### src/common/ocg_regs.svh
/*
 Command codes, field positions, reset values and timing figures of the
 output current fault guard. Assumes a 20 MHz system clock.
*/
`ifndef OCG_REGS_SVH
`define OCG_REGS_SVH

// ==========================================================
// Command codes
`define OCG_CMD_UC_ACTION 8'hE6
`define OCG_CMD_AVG_OC_LIM 8'hE7
`define OCG_CMD_AVG_UC_LIM 8'hE8

// ==========================================================
// Reset values
`define OCG_UC_ACTION_RST 8'h80
`define OCG_AVG_OC_LIM_RST 16'hDA80
`define OCG_AVG_UC_LIM_RST 16'hD580

// ==========================================================
// Fault action fields
`define OCG_BEHAV_HI 7
`define OCG_BEHAV_LO 6
`define OCG_RETRY_HI 5
`define OCG_RETRY_LO 3
`define OCG_BEHAV_SHUTDOWN 2'h2
`define OCG_RETRY_NONE 3'h0
`define OCG_RETRY_FOREVER 3'h7

// ==========================================================
// Linear-11 fields
`define OCG_L11_EXP_HI 15
`define OCG_L11_EXP_LO 11
`define OCG_L11_MAN_HI 10
`define OCG_L11_MAN_LO 0

// ==========================================================
// Current status bit positions
`define OCG_STAT_OC_BIT 7
`define OCG_STAT_UC_BIT 4

// ==========================================================
// Timing
`define OCG_CLK_KHZ 20000
`define OCG_RETRY_MS 70
`define OCG_BLANK_CYC 4
`define OCG_SMP_FRAC 4

`endif

### src/common/ocg_pkg.sv
/*
 Types shared by the output current fault guard.
 Assumes the command and sense inputs come from logic on clk_sys_i.
*/
package ocg_pkg;

    // ==========================================================
    // Fault handling states
    typedef enum logic [1:0] {
        OCG_RUN,
        OCG_LATCHED,
        OCG_RETRY_WAIT
    } ocg_state_t;

    // ==========================================================
    // Command request from the PMBus front end
    typedef struct packed {
        logic valid;
        logic write;
        logic [7:0] code;
        logic [15:0] wdata;
    } ocg_cmd_t;

    // ==========================================================
    // Per-phase sense input, sample in amperes with fixed fraction
    typedef struct packed {
        logic pwm_on;
        logic smp_valid;
        logic signed [15:0] smp;
    } ocg_phase_in_t;

endpackage : ocg_pkg

### src/ocg_phase_avg.sv
/*
 Per-phase averaging comparator of the output current fault guard.
 Assumes pwm_on and samples come from logic on the same clock.
*/
`include "ocg_regs.svh"

module ocg_phase_avg #(
    parameter int SW = 16,
    parameter int CW = 12,
    parameter int BLANK_CYC = `OCG_BLANK_CYC
) (
    input wire logic clk_sys_i,
    input wire logic sys_rst_i,
    input wire logic sense_up_i,
    input wire ocg_pkg::ocg_phase_in_t ph_i,
    input wire logic signed [31:0] oc_lim_i,
    input wire logic signed [31:0] uc_lim_i,
    output logic oc_o,
    output logic uc_o
);

    logic win;
    logic win_q;
    logic [7:0] blank_q;
    logic signed [47:0] sum_q;
    logic [CW-1:0] cnt_q;
    logic signed [47:0] cnt_x;
    logic signed [47:0] oc_prod;
    logic signed [47:0] uc_prod;
    logic win_end;

    // ==========================================================
    // Sensing window
    // Downslope uses off interval
    assign win = sense_up_i ? ph_i.pwm_on : !ph_i.pwm_on;
    assign win_end = win_q && !win;
    assign cnt_x = 48'({1'b0, cnt_q});
    assign oc_prod = 48'(oc_lim_i) * cnt_x;
    assign uc_prod = 48'(uc_lim_i) * cnt_x;

    always_ff @(posedge clk_sys_i or posedge sys_rst_i)
    begin
        if (sys_rst_i)
            win_q <= 1'b0;
        else
            win_q <= win;
    end

    // ==========================================================
    // Accumulation, blanking samples skipped
    always_ff @(posedge clk_sys_i or posedge sys_rst_i)
    begin
        if (sys_rst_i)
        begin
            blank_q <= 8'h00;
            sum_q <= 48'sh0;
            cnt_q <= '0;
        end
        else if (win && !win_q)
        begin
            blank_q <= 8'(BLANK_CYC);
            sum_q <= 48'sh0;
            cnt_q <= '0;
        end
        else if (win && blank_q != 8'h00)
            blank_q <= blank_q - 8'h01;
        // Count saturates so a very long interval cannot wrap the average
        else if (win && ph_i.smp_valid && cnt_q != '1)
        begin
            sum_q <= sum_q + 48'(ph_i.smp);
            cnt_q <= cnt_q + 1'b1;
        end
    end

    // ==========================================================
    // Compare sum with limit times count, avoiding a divider
    // Once per switching cycle
    always_ff @(posedge clk_sys_i or posedge sys_rst_i)
    begin
        if (sys_rst_i)
        begin
            oc_o <= 1'b0;
            uc_o <= 1'b0;
        end
        else
        begin
            oc_o <= win_end && cnt_q != '0 && sum_q > oc_prod;
            uc_o <= win_end && cnt_q != '0 && sum_q < uc_prod;
        end
    end
endmodule : ocg_phase_avg

### src/ocg_top.sv
/*
 Output current fault guard: average limits per phase, undercurrent
 response with retry, status bits and alert. Assumes the command front end,
 the sense path and the on command are logic on clk_sys_i.
*/
`include "ocg_regs.svh"

// How it works
// - Behaviour 10 shuts output immediately
// - Undercurrent drives alert low, sets bit
// - Fault bits clear only by clear faults
// - Retry 000 keeps output off until cleared
// - Retry 111 restarts endlessly until stopped
// - Fixed 70 ms between restart attempts
// - Undercurrent response sets undercurrent status bit
// - Action register resets to 80h
// - Overcurrent limit checked per phase
// - Downslope averages off interval past blanking
// - Upslope averages on interval past blanking
// - Average overcurrent shares overcurrent bit, response
// - Average undercurrent shares undercurrent bit, response
// - Limits are Linear-11 amperes
// - Overcurrent limit resets to DA80h
// - Undercurrent limit resets to D580h
module ocg_top #(
    parameter int NPH = 2,
    parameter int RETRY_CYC = `OCG_RETRY_MS * `OCG_CLK_KHZ
) (
    input wire logic clk_sys_i,
    input wire logic sys_rst_i,
    input wire ocg_pkg::ocg_cmd_t cmd_i,
    input wire logic clear_faults_i,
    input wire logic on_cmd_i,
    input wire logic other_fault_i,
    input wire logic sense_up_i,
    input wire ocg_pkg::ocg_phase_in_t [NPH-1:0] phase_i,
    input wire logic peak_oc_i,
    input wire logic peak_uc_i,
    output logic [15:0] rd_data_o,
    output logic rd_valid_o,
    output logic [7:0] status_iout_o,
    output logic alert_output_pin_n_o,
    output logic output_en_o,
    output logic oc_trip_o
);

    logic [7:0] uc_action_q;
    logic [15:0] avg_oc_lim_q;
    logic [15:0] avg_uc_lim_q;
    logic signed [31:0] oc_fix;
    logic signed [31:0] uc_fix;
    logic [NPH-1:0] oc_hit;
    logic [NPH-1:0] uc_hit;
    logic oc_evt;
    logic uc_evt;
    logic uc_flag_q;
    logic oc_flag_q;
    logic uc_flag_d;
    logic oc_flag_d;
    logic uc_shut;
    logic [1:0] behav;
    logic [2:0] retry;
    ocg_pkg::ocg_state_t state_q;
    logic [31:0] wait_q;

    // ==========================================================
    // Linear-11 to signed fixed point with OCG_SMP_FRAC fraction bits
    function automatic logic signed [31:0] l11_to_fix(input logic [15:0] w);
        logic signed [4:0] n;
        logic signed [31:0] y;
        logic signed [6:0] sh;
        n = w[`OCG_L11_EXP_HI:`OCG_L11_EXP_LO];
        y = 32'($signed(w[`OCG_L11_MAN_HI:`OCG_L11_MAN_LO]));
        sh = 7'(n) + 7'sd`OCG_SMP_FRAC;
        if (sh >= 7'sd0)
            l11_to_fix = y <<< sh;
        else
            l11_to_fix = y >>> (-sh);
    endfunction : l11_to_fix

    assign oc_fix = l11_to_fix(avg_oc_lim_q);
    assign uc_fix = l11_to_fix(avg_uc_lim_q);

    // ==========================================================
    // Per-phase averaging
    generate
        for (genvar p = 0; p < NPH; p++)
        begin : g_phase
            ocg_phase_avg u_avg (
                .clk_sys_i(clk_sys_i),
                .sys_rst_i(sys_rst_i),
                .sense_up_i(sense_up_i),
                .ph_i(phase_i[p]),
                .oc_lim_i(oc_fix),
                .uc_lim_i(uc_fix),
                .oc_o(oc_hit[p]),
                .uc_o(uc_hit[p])
            );
        end
    endgenerate

    assign oc_evt = (|oc_hit) || peak_oc_i;
    assign uc_evt = (|uc_hit) || peak_uc_i;

    // ==========================================================
    // Command registers
    always_ff @(posedge clk_sys_i or posedge sys_rst_i)
    begin
        if (sys_rst_i)
        begin
            uc_action_q <= `OCG_UC_ACTION_RST;
            avg_oc_lim_q <= `OCG_AVG_OC_LIM_RST;
            avg_uc_lim_q <= `OCG_AVG_UC_LIM_RST;
        end
        else if (cmd_i.valid && cmd_i.write)
        begin
            case (cmd_i.code)
                `OCG_CMD_UC_ACTION: uc_action_q <= cmd_i.wdata[7:0];
                `OCG_CMD_AVG_OC_LIM: avg_oc_lim_q <= cmd_i.wdata;
                `OCG_CMD_AVG_UC_LIM: avg_uc_lim_q <= cmd_i.wdata;
                default: ;
            endcase
        end
    end

    // Unknown codes read back as zero
    always_ff @(posedge clk_sys_i or posedge sys_rst_i)
    begin
        if (sys_rst_i)
        begin
            rd_data_o <= 16'h0000;
            rd_valid_o <= 1'b0;
        end
        else
        begin
            rd_valid_o <= cmd_i.valid && !cmd_i.write;
            if (cmd_i.valid && !cmd_i.write)
            begin
                case (cmd_i.code)
                    `OCG_CMD_UC_ACTION: rd_data_o <= {8'h00, uc_action_q};
                    `OCG_CMD_AVG_OC_LIM: rd_data_o <= avg_oc_lim_q;
                    `OCG_CMD_AVG_UC_LIM: rd_data_o <= avg_uc_lim_q;
                    default: rd_data_o <= 16'h0000;
                endcase
            end
        end
    end

    // ==========================================================
    // Sticky status; a new event beats a clear in the same cycle
    always_comb
    begin
        uc_flag_d = uc_flag_q && !clear_faults_i;
        oc_flag_d = oc_flag_q && !clear_faults_i;
        if (uc_evt)
            uc_flag_d = 1'b1;
        if (oc_evt)
            oc_flag_d = 1'b1;
    end

    always_ff @(posedge clk_sys_i or posedge sys_rst_i)
    begin
        if (sys_rst_i)
        begin
            uc_flag_q <= 1'b0;
            oc_flag_q <= 1'b0;
            status_iout_o <= 8'h00;
            alert_output_pin_n_o <= 1'b1;
            oc_trip_o <= 1'b0;
        end
        else
        begin
            uc_flag_q <= uc_flag_d;
            oc_flag_q <= oc_flag_d;
            status_iout_o <= 8'h00;
            status_iout_o[`OCG_STAT_UC_BIT] <= uc_flag_d;
            status_iout_o[`OCG_STAT_OC_BIT] <= oc_flag_d;
            alert_output_pin_n_o <= !(uc_flag_d || oc_flag_d);
            // Overcurrent response lives with the peak limit logic
            oc_trip_o <= oc_evt;
        end
    end

    // ==========================================================
    // Undercurrent response
    assign behav = uc_action_q[`OCG_BEHAV_HI:`OCG_BEHAV_LO];
    assign retry = uc_action_q[`OCG_RETRY_HI:`OCG_RETRY_LO];
    // Only code 10 shuts down; unused codes only report
    assign uc_shut = uc_evt && behav == `OCG_BEHAV_SHUTDOWN;

    always_ff @(posedge clk_sys_i or posedge sys_rst_i)
    begin
        if (sys_rst_i)
        begin
            state_q <= ocg_pkg::OCG_RUN;
            wait_q <= 32'h0;
        end
        else
        begin
            case (state_q)
                ocg_pkg::OCG_RUN:
                begin
                    if (other_fault_i)
                        state_q <= ocg_pkg::OCG_LATCHED;
                    else if (uc_shut && on_cmd_i)
                    begin
                        if (retry == `OCG_RETRY_FOREVER)
                        begin
                            state_q <= ocg_pkg::OCG_RETRY_WAIT;
                            wait_q <= 32'(RETRY_CYC - 1);
                        end
                        // No retry; unused retry codes behave alike
                        else
                            state_q <= ocg_pkg::OCG_LATCHED;
                    end
                end
                ocg_pkg::OCG_LATCHED:
                begin
                    if (clear_faults_i && !other_fault_i)
                        state_q <= ocg_pkg::OCG_RUN;
                end
                ocg_pkg::OCG_RETRY_WAIT:
                begin
                    // Commanded off or other fault ends retries
                    if (other_fault_i)
                        state_q <= ocg_pkg::OCG_LATCHED;
                    else if (!on_cmd_i)
                        state_q <= ocg_pkg::OCG_RUN;
                    else if (wait_q == 32'h0)
                        state_q <= ocg_pkg::OCG_RUN;
                    else
                        wait_q <= wait_q - 32'h1;
                end
                default: state_q <= ocg_pkg::OCG_LATCHED;
            endcase
        end
    end

    // Output dropped in the cycle after the event
    always_ff @(posedge clk_sys_i or posedge sys_rst_i)
    begin
        if (sys_rst_i)
            output_en_o <= 1'b0;
        else
            output_en_o <= state_q == ocg_pkg::OCG_RUN && on_cmd_i && !uc_shut && !other_fault_i;
    end
endmodule : ocg_top
### config.mk
export PLATFORM = sky130hd
export DESIGN_NAME = ocg_top
export DESIGN_NICKNAME = d
export VERILOG_FILES = /design/src/common/ocg_pkg.sv /design/src/ocg_phase_avg.sv /design/src/ocg_top.sv
export VERILOG_INCLUDE_DIRS = /design/src /design/src/common
export SDC_FILE = /design/constraint.sdc
export NUM_CORES = 2
export LEC_CHECK = 0
export ABC_AREA = 1
export BUFFER_PORTS_ARGS = -buffer_cell sky130_fd_sc_hd__buf_4
export CORE_MARGIN = 2
export CORE_UTILIZATION = 55
export CTS_CLUSTER_SIZE = 12
export DETAILED_ROUTE_END_ITERATION = 10
export PLACE_DENSITY = 0.8
export SYNTH_ARGS = -nofsm -noshare
export SYNTH_HDL_FRONTEND = slang
export SYNTH_SLANG_ARGS = --single-unit
export TNS_END_PERCENT = 20
### constraint.sdc
create_clock -name clk_sys_i -period 11.6 [get_ports clk_sys_i]
set_input_delay 1.74 -clock clk_sys_i [delete_from_list [all_inputs] [get_ports clk_sys_i]]
set_output_delay 1.74 -clock clk_sys_i [all_outputs]
set_load 0.02 [all_outputs]
==> impl_metrics.tcl <==
set metrics [dict create \
    finalWirelength_um 239000 \
    worstPathMaxFanout 20 \
    slew_violations 0 \
    floorplan.die_area_sq_um 139000 \
    crit_path_top_delay_cell "ha_1" \
    p_switching_w 0.00247 \
    synth_top_area_share_pct 36.2 \
    yosysTopAreaCell "fa_1" \
    max_slew.worst_pin.slew_ns 1.29 \
    synth.most_common_cell "inv_1" \
    htreeDepth 1 \
    clock-sinks 238 \
    fin_setup_tns_ns 0 \
    critPathMostFrequentCell "inv_1" \
    vias 66000 \
    worstSetupStartpointType "flip-flop" \
    postCtsSetupRepairBufs 0 \
    p_leak_nw 40.0 \
    die_w_um 373 \
    via_per_inst 5.68 \
    crit_family "adder cells" \
    syn_area_sq_um 74900 \
    multi_input_area_sq_um 58800 \
    intPower_w 0.00240 \
    cts_hold_buf 0 \
    setup_viol 0 \
    fin_crit_ns 10.78 \
    cpPeakStageDelay_ns 0.79 \
    grt_setup_unrepaired "false" \
    period_share_pct 92.9 \
    slew_headroom_pct 13.6 \
    drtAntennaViolNets 0 \
    wl_met2_um 107000 \
    antenna_found_initial 4 \
    final_layout_size_suffix_gt1_share_pct 3.81 \
    routabilityCongestion 1.00 \
    worst_ep_required_time_ns 12.17 \
    skew_ns 0.0330 \
    grt_pass1_vias 68900 \
    dp_hpwl_um 193000 \
    seqCellArea_sq_um 6000 \
    synth_common_cells "inv_1, nand2_1, fa_1" \
    portBuffers 91 \
    fill_cells 12300 \
    dr.pass1.iters 6 \
    synth.ff_latch_count 238 \
    run_status "finished, final reports clean" \
    grt-ovfl-total 0 \
    yosys_most_used_dff "dfrtp_1" \
    ys_types 74 \
    cp.arrival_ns 11.35 \
    netlist_instances 9925 \
    pwr-share-comb_pct 53.4 \
    rows 135 \
    clk_pin_slew_ns 0.07 \
    routedLengthMet1_um 91500 \
    worst-setup-path-type "reg2reg" \
    drv_cap 0 \
    initial_core_util_pct 55.3 \
    async_flop_share_pct 100 \
    hold_violations 0 \
    wl_met3_um 24000 \
    end_kind "flip-flop" \
    hold_class "reg2reg" \
    dr.first_iter.drc_count 5657 \
    placed_area_sq_um 77100 \
    final_area_sq_um 78100 \
    pin_count 98 \
    final_nets 11900 \
    synthTopCellsByArea "fa_1, inv_1, ha_1, nand2_1, dfrtp_1" \
    syn_avg_cell_area_sq_um 7.54 \
    root_buffer "clkbuf_16" \
    grt_pass1_wl_um 379000 \
    post_drt_wl_per_cell_um 20.6 \
    insertion_delay_ns 0.65 \
    cts_tree "yes" \
    fmax_mhz 92.8 \
    drcViolationCount 0 \
    core_area_sq_um 135000 \
    swShare_pct 50.7 \
    yosys_warnings 0 \
    r2r_slack_ns 0.82 \
    top_layer "met5" \
    cp.buffers_inverters 8 \
    cts-buffers-inserted 29 \
    grt_usage_pct 34.8 \
    seqPwrFrac_pct 25.5 \
    synth-edff-count 0 \
    ys_seq_area_share_pct 7.98 \
    synthToLayoutAreaGrowth_pct 4.38 \
    fp.dieH_um 373 \
    grt_max_degree 125 \
    peakVddDrop_v 0.000126 \
    pwr_density_cell_nw_per_um2 62.3 \
    p_clk_share_pct 21.1 \
    cts_resized 0 \
    cts_buffer_depth 3 \
]
==> routing by layer <==
layer / global-route usage, % / up-vias
li1: - / 29700
met2: 55.2 / 3354
met3: 7.18 / 795
met1: 44.3 / 32100
met5: 0 / -
met4: 19.7 / 4
==> worst register-to-register path: cells and delay by family, from the launching register on <==
kind            cells  cell delay [ns]
fa+ha+maj           8             3.89
compound gates     17             2.94
flops               1             0.60
buf+inv             8             1.57
simple gates       11             1.56
xor+xnor            1             0.15
==> worst paths after layout <==
path	from	to	depth (start not counted)
worst min-delay path	wait_q[31]	wait_q[31]	1
worst max register to register	avg_uc_lim_q[13]	g_phase[1].u_avg.uc_o	45
min in group asynchronous	sys_rst_i	rd_valid_o	2
worst max-delay path	avg_uc_lim_q[13]	g_phase[1].u_avg.uc_o	45
worst min register to register	wait_q[31]	wait_q[31]	1
max in group asynchronous	sys_rst_i	g_phase[1].u_avg.cnt_q[6]	3
==> cell families (layout without fill, tap and decap cells) <==
group           count (synthesis)  in the layout  synth area share, %
buf+inv                      2658           2556                 13.6
fa+ha+maj                    2033           2033                 47.6
xor+xnor                      215            215                 2.54
simple gates                 3490           3490                 18.6
other cells                     1              7              0.00501
flops                         238            238                 7.98
compound gates               1277           1277                 9.57
mux                            13             13                0.174
==> area by class of cell <==
type                       count  share of cell area, %
multi-input combinational   7034                   75.2
inverter                    2318                   11.2
sequential                   238                   7.67
tap                         1781                   2.85
timing repair buffer         184                   1.77
clock buffer                  41                   1.06
clock inverter                13                  0.255
antenna                        1                0.00320
==> placed cells by master (no fill, tap or decap), types with 21 or more instances in the layout <==
cell type and count:
a21oi_1 519, xor2_1 120, o21a_1 25, o31ai_1 21, o21ai_1 44, clkbuf_16 29
dfrtp_1 215, xnor2_1 93, nor2_1 1195, ha_1 679, a31oi_1 77, o21ai_0 396
buf_4 184, or2_2 24, inv_1 2264, nand4_1 51, nand3_1 144, o211ai_1 56
nor3_1 60, nand2_1 1921, fa_1 1354, inv_2 34
==> state kept, by name (all words and copies together) (netlist names) <==
name / flops
status_iout_o: 2
avg_oc_lim_q: 16
wait_q: 32
g_phase.u_avg.sum_q: 96
oc_trip_o: 1
g_phase.u_avg.win_q: 2
g_phase.u_avg.cnt_q: 24
g_phase.u_avg.blank_q: 16
state_q: 2
g_phase.u_avg.oc_o: 2
uc_action_q: 8
alert_output_pin_n_o: 1
rd_valid_o: 1
avg_uc_lim_q: 16
rd_data_o: 16
g_phase.u_avg.uc_o: 2
output_en_o: 1
==> through the flow <==
| stage | instances | worst slack [ns] | utilization, % | power, W | hold slack [ns] |
|---|---|---|---|---|---|
| 3_3_place_gp | 11600 | 0.966 | 57.0 | 0.00371 | 0.455 |
| 3_5_place_dp | 11600 | 1.10 | 57.0 | 0.00378 | 0.464 |
| 6_report | 11600 | 0.819 | 57.8 | 0.00487 | 0.471 |
| 4_1_cts | 11600 | 1.08 | 57.8 | 0.00483 | 0.473 |
| 5_1_grt | 11600 | 0.283 | 57.8 | 0.00521 | 0.501 |
| 2_1_floorplan | 9930 | 3.07 | - | 0.00288 | 0.434 |
==> power groups by stage <==
stage / Combinational [W] / Sequential [W] / Clock [W]
2_1_floorplan: 0.00181 / 0.00107 / 0
3_3_place_gp: 0.00247 / 0.00124 / 0
3_5_place_dp: 0.00254 / 0.00124 / 0
4_1_cts: 0.00255 / 0.00123 / 0.00104
5_1_grt: 0.00290 / 0.00124 / 0.00107
6_report: 0.00260 / 0.00124 / 0.00103
Note: power is estimated with default switching activity, not from simulation.
